`config.mk`:
```
export PLATFORM = sky130hd
export DESIGN_NAME = addr_opt
export DESIGN_NICKNAME = d
export VERILOG_FILES = /design/src/rtl/addr_opt_pkg.sv /design/src/rtl/addr_opt.sv
export SDC_FILE = /design/constraint.sdc
export NUM_CORES = 1
export LEC_CHECK = 0
export ABC_AREA = 1
export ABC_CLOCK_PERIOD_IN_PS = 3700
export BUFFER_PORTS_ARGS = -buffer_cell sky130_fd_sc_hd__buf_2
export CAP_MARGIN = 40
export CORE_AREA = 2 2 123 125
export DETAILED_ROUTE_END_ITERATION = 16
export DIE_AREA = 0 0 125 127
export GPL_ROUTABILITY_DRIVEN = 1
export GPL_TIMING_DRIVEN = 1
export PLACE_DENSITY = 0.71
export SYNTH_ARGS = -nofsm -noshare
export SYNTH_HDL_FRONTEND = slang
export SYNTH_SLANG_ARGS = --single-unit
```
`constraint.sdc`:
```
create_clock -name aclk -period 3.7 [get_ports aclk]
set_clock_uncertainty 0.15 [all_clocks]
set_input_delay 0.74 -clock aclk [delete_from_list [all_inputs] [get_ports aclk]]
set_output_delay 0.74 -clock aclk [all_outputs]
set_load 0.1 [all_outputs]
```
`src/rtl/addr_opt_pkg.sv`:
```
// Constants for the ROM mirror, address trim and pull option decode
package addr_opt_pkg;
	localparam int          ADDR_W        = 24;
	localparam int          EXT_ADDR_W    = 20;
	localparam int          OPT_BYTES     = 12;
	localparam int          OPT_IDX_W     = 4;
	localparam int          PORT_COUNT    = 11;
	localparam logic [7:0]  BANK_ROM      = 8'hff;
	localparam logic [7:0]  BANK_ZERO     = 8'h00;
	localparam logic [15:0] MIRROR_BASE   = 16'h4000;
	localparam logic [3:0]  OPT_STEP      = 4'h4;
	localparam int          BIT_RST_UP    = 6;
	localparam int          BIT_MODE1_UP  = 4;
	localparam int          BIT_MODE1_DN  = 3;
	localparam int          BIT_MODE0_UP  = 2;
	localparam int          BIT_MODE0_DN  = 1;
	localparam logic [7:0]  OPT_BLANK     = 8'hff;
	localparam logic [31:0] AXI_ADDR_BASE = 32'h0000_0000;
	localparam logic [31:0] PULL_STAT_OFS = 32'h0000_0000;
	localparam logic [31:0] PORT_STAT_OFS = 32'h0000_0004;
	localparam logic [1:0]  RESP_OKAY     = 2'h0;
	localparam logic [1:0]  RESP_SLVERR   = 2'h2;
	// Vacant bit masks per option byte (1 = implemented)
	localparam logic [7:0]  MASK_BYTE0    = 8'h5e;
	localparam logic [7:0]  MASK_PORT8    = 8'h7f;
	localparam logic [7:0]  MASK_PORTA_LO = 8'hfc;
	localparam logic [7:0]  MASK_PORTB    = 8'h1f;
endpackage

```
`src/rtl/addr_opt.sv`:
```
// Address mirror/trim and one-time option pull resistor decode
// Behaviour
// RULE_01 - Option bit one disables, zero enables
// RULE_02 - Byte zero holds reset and mode pulls
// RULE_03 - One port per byte, stepping by four
// RULE_04 - Programmer writes one into reserved bits
// RULE_05 - Small variant programs ones for extended ports
// RULE_06 - Bank FF ROM readable in bank 00
// RULE_07 - Large ROM mirrors only from FF4000
// RULE_08 - Top four address bits not driven out
// RULE_09 - Software uses at most sixteen banks
// RULE_10 - Options latched at reset, held after
//
// Chosen here: the AXI4-Lite register port and the placing of the registers.
`timescale 1ns/1ns
`default_nettype none
module addr_opt
	import addr_opt_pkg::*;
(
	// Clock and reset
	input  wire logic                          aclk,
	input  wire logic                          aresetn,
	// Variant straps
	input  wire logic                          large_rom,
	input  wire logic                          large_pkg,
	// Option store read port
	output logic [addr_opt_pkg::OPT_IDX_W-1:0] opt_index,
	input  wire logic [7:0]                    opt_data,
	// CPU address side
	input  wire logic [addr_opt_pkg::ADDR_W-1:0] cpu_addr,
	input  wire logic                          cpu_req,
	output logic                               rom_sel,
	output logic [15:0]                        rom_offset,
	output logic                               ext_sel,
	output logic [addr_opt_pkg::EXT_ADDR_W-1:0] ext_addr,
	// Pull resistor enables
	output logic                               rst_pullup_en,
	output logic                               mode_pin_one_pullup_en,
	output logic                               mode_pin_one_pulldown_en,
	output logic                               mode_pin_zero_pullup_en,
	output logic                               mode_pin_zero_pulldown_en,
	output logic [addr_opt_pkg::PORT_COUNT*8-1:0] port_pullup_en,
	output logic                               opt_done,
	// AXI4-Lite write address
	input  wire logic [31:0]                   s_axi_awaddr,
	input  wire logic                          s_axi_awvalid,
	output logic                               s_axi_awready,
	// AXI4-Lite write data
	input  wire logic [31:0]                   s_axi_wdata,
	input  wire logic [3:0]                    s_axi_wstrb,
	input  wire logic                          s_axi_wvalid,
	output logic                               s_axi_wready,
	// AXI4-Lite write response
	output logic [1:0]                         s_axi_bresp,
	output logic                               s_axi_bvalid,
	input  wire logic                          s_axi_bready,
	// AXI4-Lite read address
	input  wire logic [31:0]                   s_axi_araddr,
	input  wire logic                          s_axi_arvalid,
	output logic                               s_axi_arready,
	// AXI4-Lite read data
	output logic [31:0]                        s_axi_rdata,
	output logic [1:0]                         s_axi_rresp,
	output logic                               s_axi_rvalid,
	input  wire logic                          s_axi_rready
);
	import addr_opt_pkg::*;

	typedef enum logic [2:0] {
		ST_IDLE = 3'b001,
		ST_LOAD = 3'b010,
		ST_DONE = 3'b100
	} load_st_t;

	// Straps come from pins: two stages before use
	logic [1:0]              rom_sync_ff, pkg_sync_ff;
	logic [1:0]              nxt_rom_sync, nxt_pkg_sync;
	logic                    large_rom_ff, large_pkg_ff;
	logic                    nxt_large_rom, nxt_large_pkg;
	load_st_t                st_ff, nxt_st;
	logic [OPT_IDX_W-1:0]    idx_ff, nxt_idx;
	logic [7:0]              opt_ff [OPT_BYTES];
	logic [7:0]              nxt_opt [OPT_BYTES];
	logic [7:0]              eff [OPT_BYTES];

	always_comb
	begin
		nxt_rom_sync = {rom_sync_ff[0], large_rom};
		nxt_pkg_sync = {pkg_sync_ff[0], large_pkg};
		nxt_large_rom = large_rom_ff;
		nxt_large_pkg = large_pkg_ff;
		nxt_st = st_ff;
		nxt_idx = idx_ff;
		for (int i = 0; i < OPT_BYTES; i++)
			nxt_opt[i] = opt_ff[i];
		unique case (st_ff)
			ST_IDLE:
			begin
				// Straps caught after release, once synchronised
				nxt_large_rom = rom_sync_ff[1];
				nxt_large_pkg = pkg_sync_ff[1];
				nxt_st = ST_LOAD;
			end
			ST_LOAD:
			begin
				// Store answers combinationally for the index
				nxt_opt[idx_ff] = opt_data; // RULE_03
				if (idx_ff == OPT_IDX_W'(OPT_BYTES - 1))
					nxt_st = ST_DONE;
				else
					nxt_idx = idx_ff + OPT_IDX_W'(1);
			end
			ST_DONE:
				nxt_st = ST_DONE; // RULE_10
		endcase
	end

	// No reset: straps are sampled while reset is still held
	always_ff @(posedge aclk)
	begin
		rom_sync_ff <= nxt_rom_sync;
		pkg_sync_ff <= nxt_pkg_sync;
	end

	always_ff @(posedge aclk)
	begin
		if (!aresetn)
		begin
			large_rom_ff <= 1'b0;
			large_pkg_ff <= 1'b0;
			st_ff <= ST_IDLE;
			idx_ff <= '0;
			for (int i = 0; i < OPT_BYTES; i++)
				opt_ff[i] <= OPT_BLANK; // RULE_10
		end
		else
		begin
			large_rom_ff <= nxt_large_rom;
			large_pkg_ff <= nxt_large_pkg;
			st_ff <= nxt_st;
			idx_ff <= nxt_idx;
			for (int i = 0; i < OPT_BYTES; i++)
				opt_ff[i] <= nxt_opt[i];
		end
	end

	// Byte address = index * step; store is byte-indexed by entry
	assign opt_index = idx_ff;
	assign opt_done  = (st_ff == ST_DONE);

	// Vacant bits forced to one so they never enable a resistor
	always_comb
	begin
		for (int i = 0; i < OPT_BYTES; i++)
			eff[i] = opt_ff[i]; // RULE_04
		eff[0] = opt_ff[0] | ~MASK_BYTE0;
		eff[9] = opt_ff[9] | ~MASK_PORT8;
		eff[10] = opt_ff[10] | ~MASK_PORTA_LO;
		eff[11] = opt_ff[11] | ~MASK_PORTB;
		// Entry six lists no pins: kept off
		eff[6] = OPT_BLANK; // RULE_04
		// Small package: extended port options unimplemented
		if (!large_pkg_ff)
		begin
			eff[9] = opt_ff[9] | 8'hfe; // RULE_05
			eff[10] = OPT_BLANK;
			eff[11] = OPT_BLANK;
		end
		// Until loaded, all resistors stay off
		if (st_ff != ST_DONE)
			for (int i = 0; i < OPT_BYTES; i++)
				eff[i] = OPT_BLANK;
	end

	assign rst_pullup_en = ~eff[0][BIT_RST_UP]; // RULE_02 RULE_01
	assign mode_pin_one_pullup_en    = ~eff[0][BIT_MODE1_UP]; // RULE_02
	assign mode_pin_one_pulldown_en  = ~eff[0][BIT_MODE1_DN]; // RULE_02
	assign mode_pin_zero_pullup_en   = ~eff[0][BIT_MODE0_UP]; // RULE_02
	assign mode_pin_zero_pulldown_en = ~eff[0][BIT_MODE0_DN]; // RULE_02

	// Byte k (k>=1) steers port slot k-1; bit n drives pin n
	genvar g;
	generate
		for (g = 0; g < PORT_COUNT; g++)
		begin : g_port
			assign port_pullup_en[g*8 +: 8] = ~eff[g+1]; // RULE_03 RULE_01
		end
	endgenerate

	// Address path
	logic [7:0]  bank;
	logic [15:0] low;
	logic        in_mirror;
	assign bank = cpu_addr[23:16];
	assign low  = cpu_addr[15:0];
	always_comb
	begin
		// Bank 00 top half only; large ROM starts lower, at 4000
		in_mirror = (bank == BANK_ZERO) && low[15]; // RULE_06
		if (large_rom_ff)
			in_mirror = (bank == BANK_ZERO) && (low >= MIRROR_BASE); // RULE_07
		rom_sel = cpu_req && ((bank == BANK_ROM) || in_mirror); // RULE_06
		ext_sel = cpu_req && !rom_sel;
	end
	assign rom_offset = low; // RULE_06
	// Upper four bits dropped: banks alias on the external bus
	assign ext_addr = cpu_addr[EXT_ADDR_W-1:0]; // RULE_08 RULE_09

	// AXI4-Lite slave: read-only status, writes answered SLVERR
	logic        aw_ff, w_ff, bv_ff, rv_ff;
	logic        nxt_aw, nxt_w, nxt_bv, nxt_rv;
	logic [1:0]  bresp_ff, nxt_bresp, rresp_ff, nxt_rresp;
	logic [31:0] rdata_ff, nxt_rdata;
	logic [31:0] rd_ofs;
	logic [31:0] stat_word, idx_word;

	assign s_axi_awready = !aw_ff && !bv_ff;
	assign s_axi_wready  = !w_ff && !bv_ff;
	assign s_axi_arready = !rv_ff;
	assign rd_ofs = s_axi_araddr - AXI_ADDR_BASE;

	// Status word: load state, straps, then the five pin enables
	always_comb
	begin
		stat_word = {24'h0, opt_done, large_pkg_ff, large_rom_ff,
			mode_pin_zero_pulldown_en, mode_pin_zero_pullup_en,
			mode_pin_one_pulldown_en, mode_pin_one_pullup_en,
			rst_pullup_en}; // RULE_02
	end
	// Stops at the last entry once loading ends
	assign idx_word = {28'h0, idx_ff};

	always_comb
	begin
		nxt_aw = aw_ff;
		nxt_w = w_ff;
		nxt_bv = bv_ff;
		nxt_bresp = bresp_ff;
		nxt_rv = rv_ff;
		nxt_rresp = rresp_ff;
		nxt_rdata = rdata_ff;
		if (s_axi_awvalid && s_axi_awready)
			nxt_aw = 1'b1;
		if (s_axi_wvalid && s_axi_wready)
			nxt_w = 1'b1;
		if (nxt_aw && nxt_w && !bv_ff)
		begin
			// Options are fixed until reset: nothing to write
			nxt_aw = 1'b0;
			nxt_w = 1'b0;
			nxt_bv = 1'b1;
			nxt_bresp = RESP_SLVERR;
		end
		if (bv_ff && s_axi_bready)
			nxt_bv = 1'b0;
		if (s_axi_arvalid && s_axi_arready)
		begin
			nxt_rv = 1'b1;
			nxt_rresp = RESP_OKAY;
			if (rd_ofs == PULL_STAT_OFS)
				nxt_rdata = stat_word;
			else if (rd_ofs == PORT_STAT_OFS)
				nxt_rdata = idx_word;
			else
			begin
				nxt_rdata = 32'h0;
				nxt_rresp = RESP_SLVERR;
			end
		end
		else if (rv_ff && s_axi_rready)
			nxt_rv = 1'b0;
	end

	always_ff @(posedge aclk)
	begin
		if (!aresetn)
		begin
			aw_ff <= 1'b0;
			w_ff <= 1'b0;
			bv_ff <= 1'b0;
			rv_ff <= 1'b0;
			bresp_ff <= RESP_OKAY;
			rresp_ff <= RESP_OKAY;
			rdata_ff <= 32'h0;
		end
		else
		begin
			aw_ff <= nxt_aw;
			w_ff <= nxt_w;
			bv_ff <= nxt_bv;
			rv_ff <= nxt_rv;
			bresp_ff <= nxt_bresp;
			rresp_ff <= nxt_rresp;
			rdata_ff <= nxt_rdata;
		end
	end

	assign s_axi_bvalid = bv_ff;
	assign s_axi_bresp  = bresp_ff;
	assign s_axi_rvalid = rv_ff;
	assign s_axi_rresp  = rresp_ff;
	assign s_axi_rdata  = rdata_ff;
endmodule // addr_opt
`default_nettype wire

```
==> results.json, run 1 <==
{
  "wl_per_cell_um": 13.7,
  "dieWidth_um": 125,
  "wl_um": 14000,
  "drtPass1Iterations": 4,
  "num_antenna_cells": 0,
  "holdBufCountCts": 0,
  "ys_seq_area_frac": 0.415,
  "cts.path.max_buffers": 2,
  "end_kind": "output pin",
  "syn_to_final_growth_pct": 22.0,
  "ys_ff_latch": 106,
  "hp-class": "reg -> reg",
  "grt_pass1_wl_um": 22800,
  "synth_edf_count": 0,
  "start_util": 0.354,
  "path_max_fanout": 17,
  "async_flop_share": 0,
  "syn_inst": 721,
  "synth_top_area_frac": 0.415,
  "synth_top_flop_cell": "dfxtp_1",
  "vias": 4667,
  "path_cells": "inv_2, nand3_2, inv_1, nand2_1, nor2_1, buf_12",
  "cts_max_level": 3,
  "nets": 984,
  "antenna_found_initial": 0,
  "irDropWorstVdd_v": 0.000250,
  "startpoint_type": "register",
  "drive_gt1_frac": 0.260,
  "leakage_nw": 3.18,
  "syn_area_mm2": 0.00511,
  "hold_violations": 0,
  "synthTopCellsByArea": "dfxtp_1, nand2_1, buf_4, nand3_1, nor2_1",
  "arrival_ns": 2.04,
  "ant_nets": 0,
  "io_pins": 319,
  "clock-sinks": 106,
  "ctsResizeCount": 0,
  "grt_usage": 0.179,
  "fmax_ghz": 0.341,
  "min_period_ns": 2.93,
  "cts_setup_buffers": 0,
  "ys_warn_count": 0,
  "avgSynthCellArea_um2": 7.09,
  "grt_remaining_overflow": 0,
  "synth.top_cells.by_count": "nand2_1, nor2_1, dfxtp_1",
  "cts_tree": "built",
  "worst_pin_slew_ns": 0.686,
  "gp_congestion": 0.799,
  "setup_violations": 0,
  "crit_path_max_incr_delay_ns": 0.42,
  "required_ns": 2.81,
  "max_cap_viol_count": 0,
  "final_area_mm2": 0.00624,
  "slew_violations": 0,
  "grt_max_degree": 64,
  "yosysMostFrequentCell": "nand2_1",
  "critPathTopFamily": "simple AND/OR/NAND/NOR gates",
  "pwr_density_cell_mw_per_mm2": 429,
  "fin_ws_ns": 0.766,
  "fin_crit_sh": 0.793,
  "slew_headroom": 0.541,
  "die_h_um": 127,
  "dieArea_mm2": 0.0159,
  "clkTransAtPathRegs_ns": 0.07,
  "status": "completed",
  "slowest_stage": "nand2_1",
  "place_area_mm2": 0.00594,
  "portBuffers": 168,
  "dp.final_hpwl_um": 9920,
  "via_per_inst": 4.54,
  "ys_types": 29,
  "placeableCoreArea_mm2": 0.0144,
  "critPathBufInv": 3,
  "drt_iter0_drc": 218,
  "clock_latency_ns": 0.35,
  "grt_pass1_vias": 4479,
  "synth_top_cell_by_area": "dfxtp_1",
  "floorplan.rows": 44,
  "pre_cts_ws_ns": 0.938,
  "root_buffer": "clkbuf_16",
  "crit_type": "reg -> out",
  "cts_buffers": 9,
  "rsz0062_at_grt": "no",
  "drc": 0
}
layer usage:
metal | GRT usage | wire length, um
met5 | 0 | 0
met4 | 0.0680 | 267
met3 | 0.0398 | 727
met2 | 0.301 | 6710
met1 | 0.226 | 6330
power breakdown:
part	switching (W)	internal, W
combinational	0.000448	0.0000690
clock	0.000442	0.000530
sequential	0.0000173	0.00117
total	0.000907	0.00177
flip-flops by register name (all words and copies together) (netlist names), 2 cells and up:
signal / cells
opt_ff: 79
s_axi_rdata: 8
opt_index: 4
st_ff: 3
pkg_sync_ff: 2
rom_sync_ff: 2
final timing paths:
kind,slack (ns),endpoint,startpoint,cells after the start
min,0.18,rom_sync_ff[1],rom_sync_ff[0],0
max,0.77,port_pullup_en[80],st_ff[1],6
max reg2reg,1.83,opt_ff[0][67],opt_index[1],7
min reg2reg,0.18,rom_sync_ff[1],rom_sync_ff[0],0
cells by family (layout without fill, tap and decap cells):
kind of cell | count (synthesis) | count (layout) | share of synthesized area
adder cells (fa/ha/maj) | 4 | 4 | 0.00979
AO/OA/AOI/OAI | 26 | 26 | 0.0277
buffers and inverters | 148 | 231 | 0.166
AND/OR/NAND/NOR | 436 | 436 | 0.381
other | 1 | 40 | 0.000734
flip-flops | 106 | 106 | 0.415
through the flow:
step           hold slack (ns)  TNS, ns  power (W)   util  std cells
5_1_grt                  0.182        0    0.00277  0.432       1027
3_5_place_dp             0.162        0    0.00173  0.412       1011
3_3_place_gp             0.162        0    0.00173  0.412       1011
4_1_cts                  0.178        0    0.00270  0.432       1027
2_1_floorplan            0.160    -2.61    0.00182      -        760
6_report                 0.179        0    0.00267  0.432       1027
cell type report:
class / instances / area, um2
Sequential cell: 106 / 2120
Timing Repair Buffer: 170 / 1120
Clock inverter: 7 / 75.1
Clock buffer: 9 / 225
Multi-Input combinational cell: 506 / 2290
Inverter: 45 / 174
Tap cell: 184 / 230
Fill cell: 1491 / 8190
cells in the final DEF (no fill, tap or decap), types with 4 or more instances in the layout:
| master | instances |
|---|---|
| nor2_1 | 120 |
| dfxtp_1 | 106 |
| buf_2 | 151 |
| clkbuf_16 | 9 |
| inv_1 | 30 |
| inv_2 | 13 |
| nand3_1 | 95 |
| nand2_1 | 196 |
| conb_1 | 40 |
| a21oi_1 | 17 |
| nor3_4 | 9 |
| ha_1 | 4 |
| o21ai_0 | 5 |
| buf_12 | 18 |
Power figures use the tool's default switching activity.
==> inputs of run 2 (changes only) <==
--- a/config.mk
+++ b/config.mk
@@ -6,7 +6,7 @@
 export NUM_CORES = 1
 export LEC_CHECK = 0
 export ABC_AREA = 1
-export ABC_CLOCK_PERIOD_IN_PS = 3700
+export ABC_CLOCK_PERIOD_IN_PS = 2800
 export BUFFER_PORTS_ARGS = -buffer_cell sky130_fd_sc_hd__buf_2
 export CAP_MARGIN = 40
 export CORE_AREA = 2 2 123 125
==> constraint.sdc (replaced) <==
create_clock -name aclk -period 2.8 [get_ports aclk]
set_clock_uncertainty 0.15 [all_clocks]
set_input_delay 0.56 -clock aclk [delete_from_list [all_inputs] [get_ports aclk]]
set_output_delay 0.56 -clock aclk [all_outputs]
set_load 0.1 [all_outputs]
==> run 2 against run 1 <==
Against the previous run: setup slack worse by 0.61 ns; global-route usage about the same; clock power up 44%; critical path type unchanged.
==> results.json, run 2 (synthesis gave the netlist of run 1 again) <==
{
  "slowest_stage": "buf_4",
  "slew_headroom": 0.544,
  "pwr_density_cell_mw_per_mm2": 499,
  "crit_path_max_incr_delay_ns": 0.54,
  "io_pins": 319,
  "vias": 4688,
  "swShare": 0.328,
  "r2r_setup_slack_ns": 0.90,
  "grt_usage": 0.179,
  "grt_pass1_wl_um": 22700,
  "portBuffers": 168,
  "worst_pin_slew_ns": 0.683,
  "rsz0062_at_grt": "no",
  "ant_nets": 0,
  "slew_violations": 0,
  "root_buffer": "clkbuf_16",
  "end_kind": "output pin",
  "hold_path_depth": 1,
  "final_cell_mix": "nand2_1, dfxtp_1, nor2_1",
  "grt_pass1_vias": 4537,
  "placeableCoreArea_mm2": 0.0144,
  "setup_violations": 0,
  "via_per_inst": 4.56,
  "grt_max_degree": 64,
  "clock_latency_ns": 0.35,
  "drt_iter0_drc": 190,
  "die_h_um": 127,
  "whs_ns": 0.159,
  "ctsResizeCount": 0,
  "syn_to_final_growth_pct": 43.4,
  "irDropWorstVdd_v": 0.000265,
  "min_period_ns": 2.65,
  "path_cells": "inv_1, nand3_2, buf_4, nor2_1, buf_12",
  "drc": 0,
  "hold_violations": 0,
  "worstHoldEndpoint": "rom_sync_ff[0]",
  "cts_tree": "built",
  "power.share.clock": 0.384,
  "p_int_w": 0.00245,
  "path_max_fanout": 63,
  "fin_ws_ns": 0.154,
  "placed_cells": 1013,
  "finalSetupTns_ns": 0,
  "crit_type": "reg -> out",
  "pre_cts_ws_ns": 0.357,
  "p_sw_w": 0.00120,
  "hp-class": "in -> reg",
  "wl_per_cell_um": 13.9,
  "drtPass1Iterations": 4,
  "drive_gt1_frac": 0.285,
  "start_util": 0.354,
  "clkTransAtPathRegs_ns": 0.07,
  "floorplan.rows": 44,
  "r2r-end": "s_axi_rdata[4]",
  "required_ns": 2.09,
  "combPwrFrac": 0.187,
  "fmax_ghz": 0.378,
  "r2r-start": "st_ff[0]",
  "cts_setup_buffers": 0,
  "top_register": "opt_ff",
  "arrival_ns": 1.94,
  "min-delay-start": "large_rom",
  "num_antenna_cells": 0,
  "leakage_nw": 3.36,
  "nets": 986,
  "power_frac_seq": 0.429,
  "gp_congestion": 0.793,
  "cts_max_level": 3,
  "power.total_w": 0.00365,
  "max_cap_viol_count": 0,
  "final_cell_count_no_fill": 1029,
  "status": "completed",
  "wl_um": 14300,
  "dieWidth_um": 125,
  "grt_remaining_overflow": 0,
  "dieArea_mm2": 0.0159,
  "fin_crit_sh": 0.945,
  "dp.final_hpwl_um": 10200,
  "cts_buffers": 9,
  "layout.cells.most_common": "nand2_1",
  "startpoint_type": "register",
  "clock-sinks": 106,
  "antenna_found_initial": 1,
  "rr_worst_depth": 6,
  "largest_reg_flops": 79,
  "cts.path.max_buffers": 2,
  "holdBufCountCts": 0
}
-- run 2: cell types whose count changed in the layout (fill, tap and decap cells not counted), sizes merged --
cell / change
clkinv: -3
bufinv: +1
clkinvlp: +2
clkbuf: +1
inv: -1
buf: +2
-- run 2: how the worst max path moves through the flow --
stage | startpoint | endpoint | slack, ns
floorplan | st_ff[2] | port_pullup_en[32] | -0.16
global placement | cpu_addr[21] | rom_sel | 0.38
detailed placement | cpu_addr[21] | rom_sel | 0.36
CTS | st_ff[1] | port_pullup_en[84] | 0.07
global route | st_ff[0] | mode_pin_zero_pullup_en | 0.01
finish | st_ff[0] | mode_pin_zero_pulldown_en | 0.15
-- run 2: per-stage QoR --
stage	cell area (um2)	util
3_5_place_dp	6990	0.484
5_1_grt	7330	0.508
2_1_floorplan	5360	-
6_report	7330	0.508
4_1_cts	7320	0.508
3_3_place_gp	6990	0.484
-- run 2: power by group through the flow --
stage,sequential [W],combinational [W],clock [W]
2_1_floorplan,0.00170,0.000710,0
3_3_place_gp,0.00160,0.000680,0
3_5_place_dp,0.00160,0.000683,0
4_1_cts,0.00157,0.000684,0.00144
5_1_grt,0.00157,0.000716,0.00149
6_report,0.00157,0.000684,0.00140
-- run 2: cell type report --
cell class	count	area [um2]
Fill cell	1375	7100
Inverter	45	178
Tap cell	184	230
Sequential cell	106	2120
Clock inverter	6	96.3
Multi-Input combinational cell	506	2390
Timing Repair Buffer	172	2070
Clock buffer	10	239
-- run 2: worst max-delay path: cells and delay by family, from the launching register on --
kind | cells | cell delay [ns]
flip-flops | 1 | 0.39
AND/OR/NAND/NOR | 2 | 0.34
buffers and inverters | 3 | 0.86
-- run 2: routing by layer --
layer  up-vias  routed length [um]  track usage
li1       2367                   -            -
met5         -                   0            0
met1      2144                6200        0.226
met4         0                 276       0.0536
met2       149                6920        0.294
met3        28                 900       0.0578
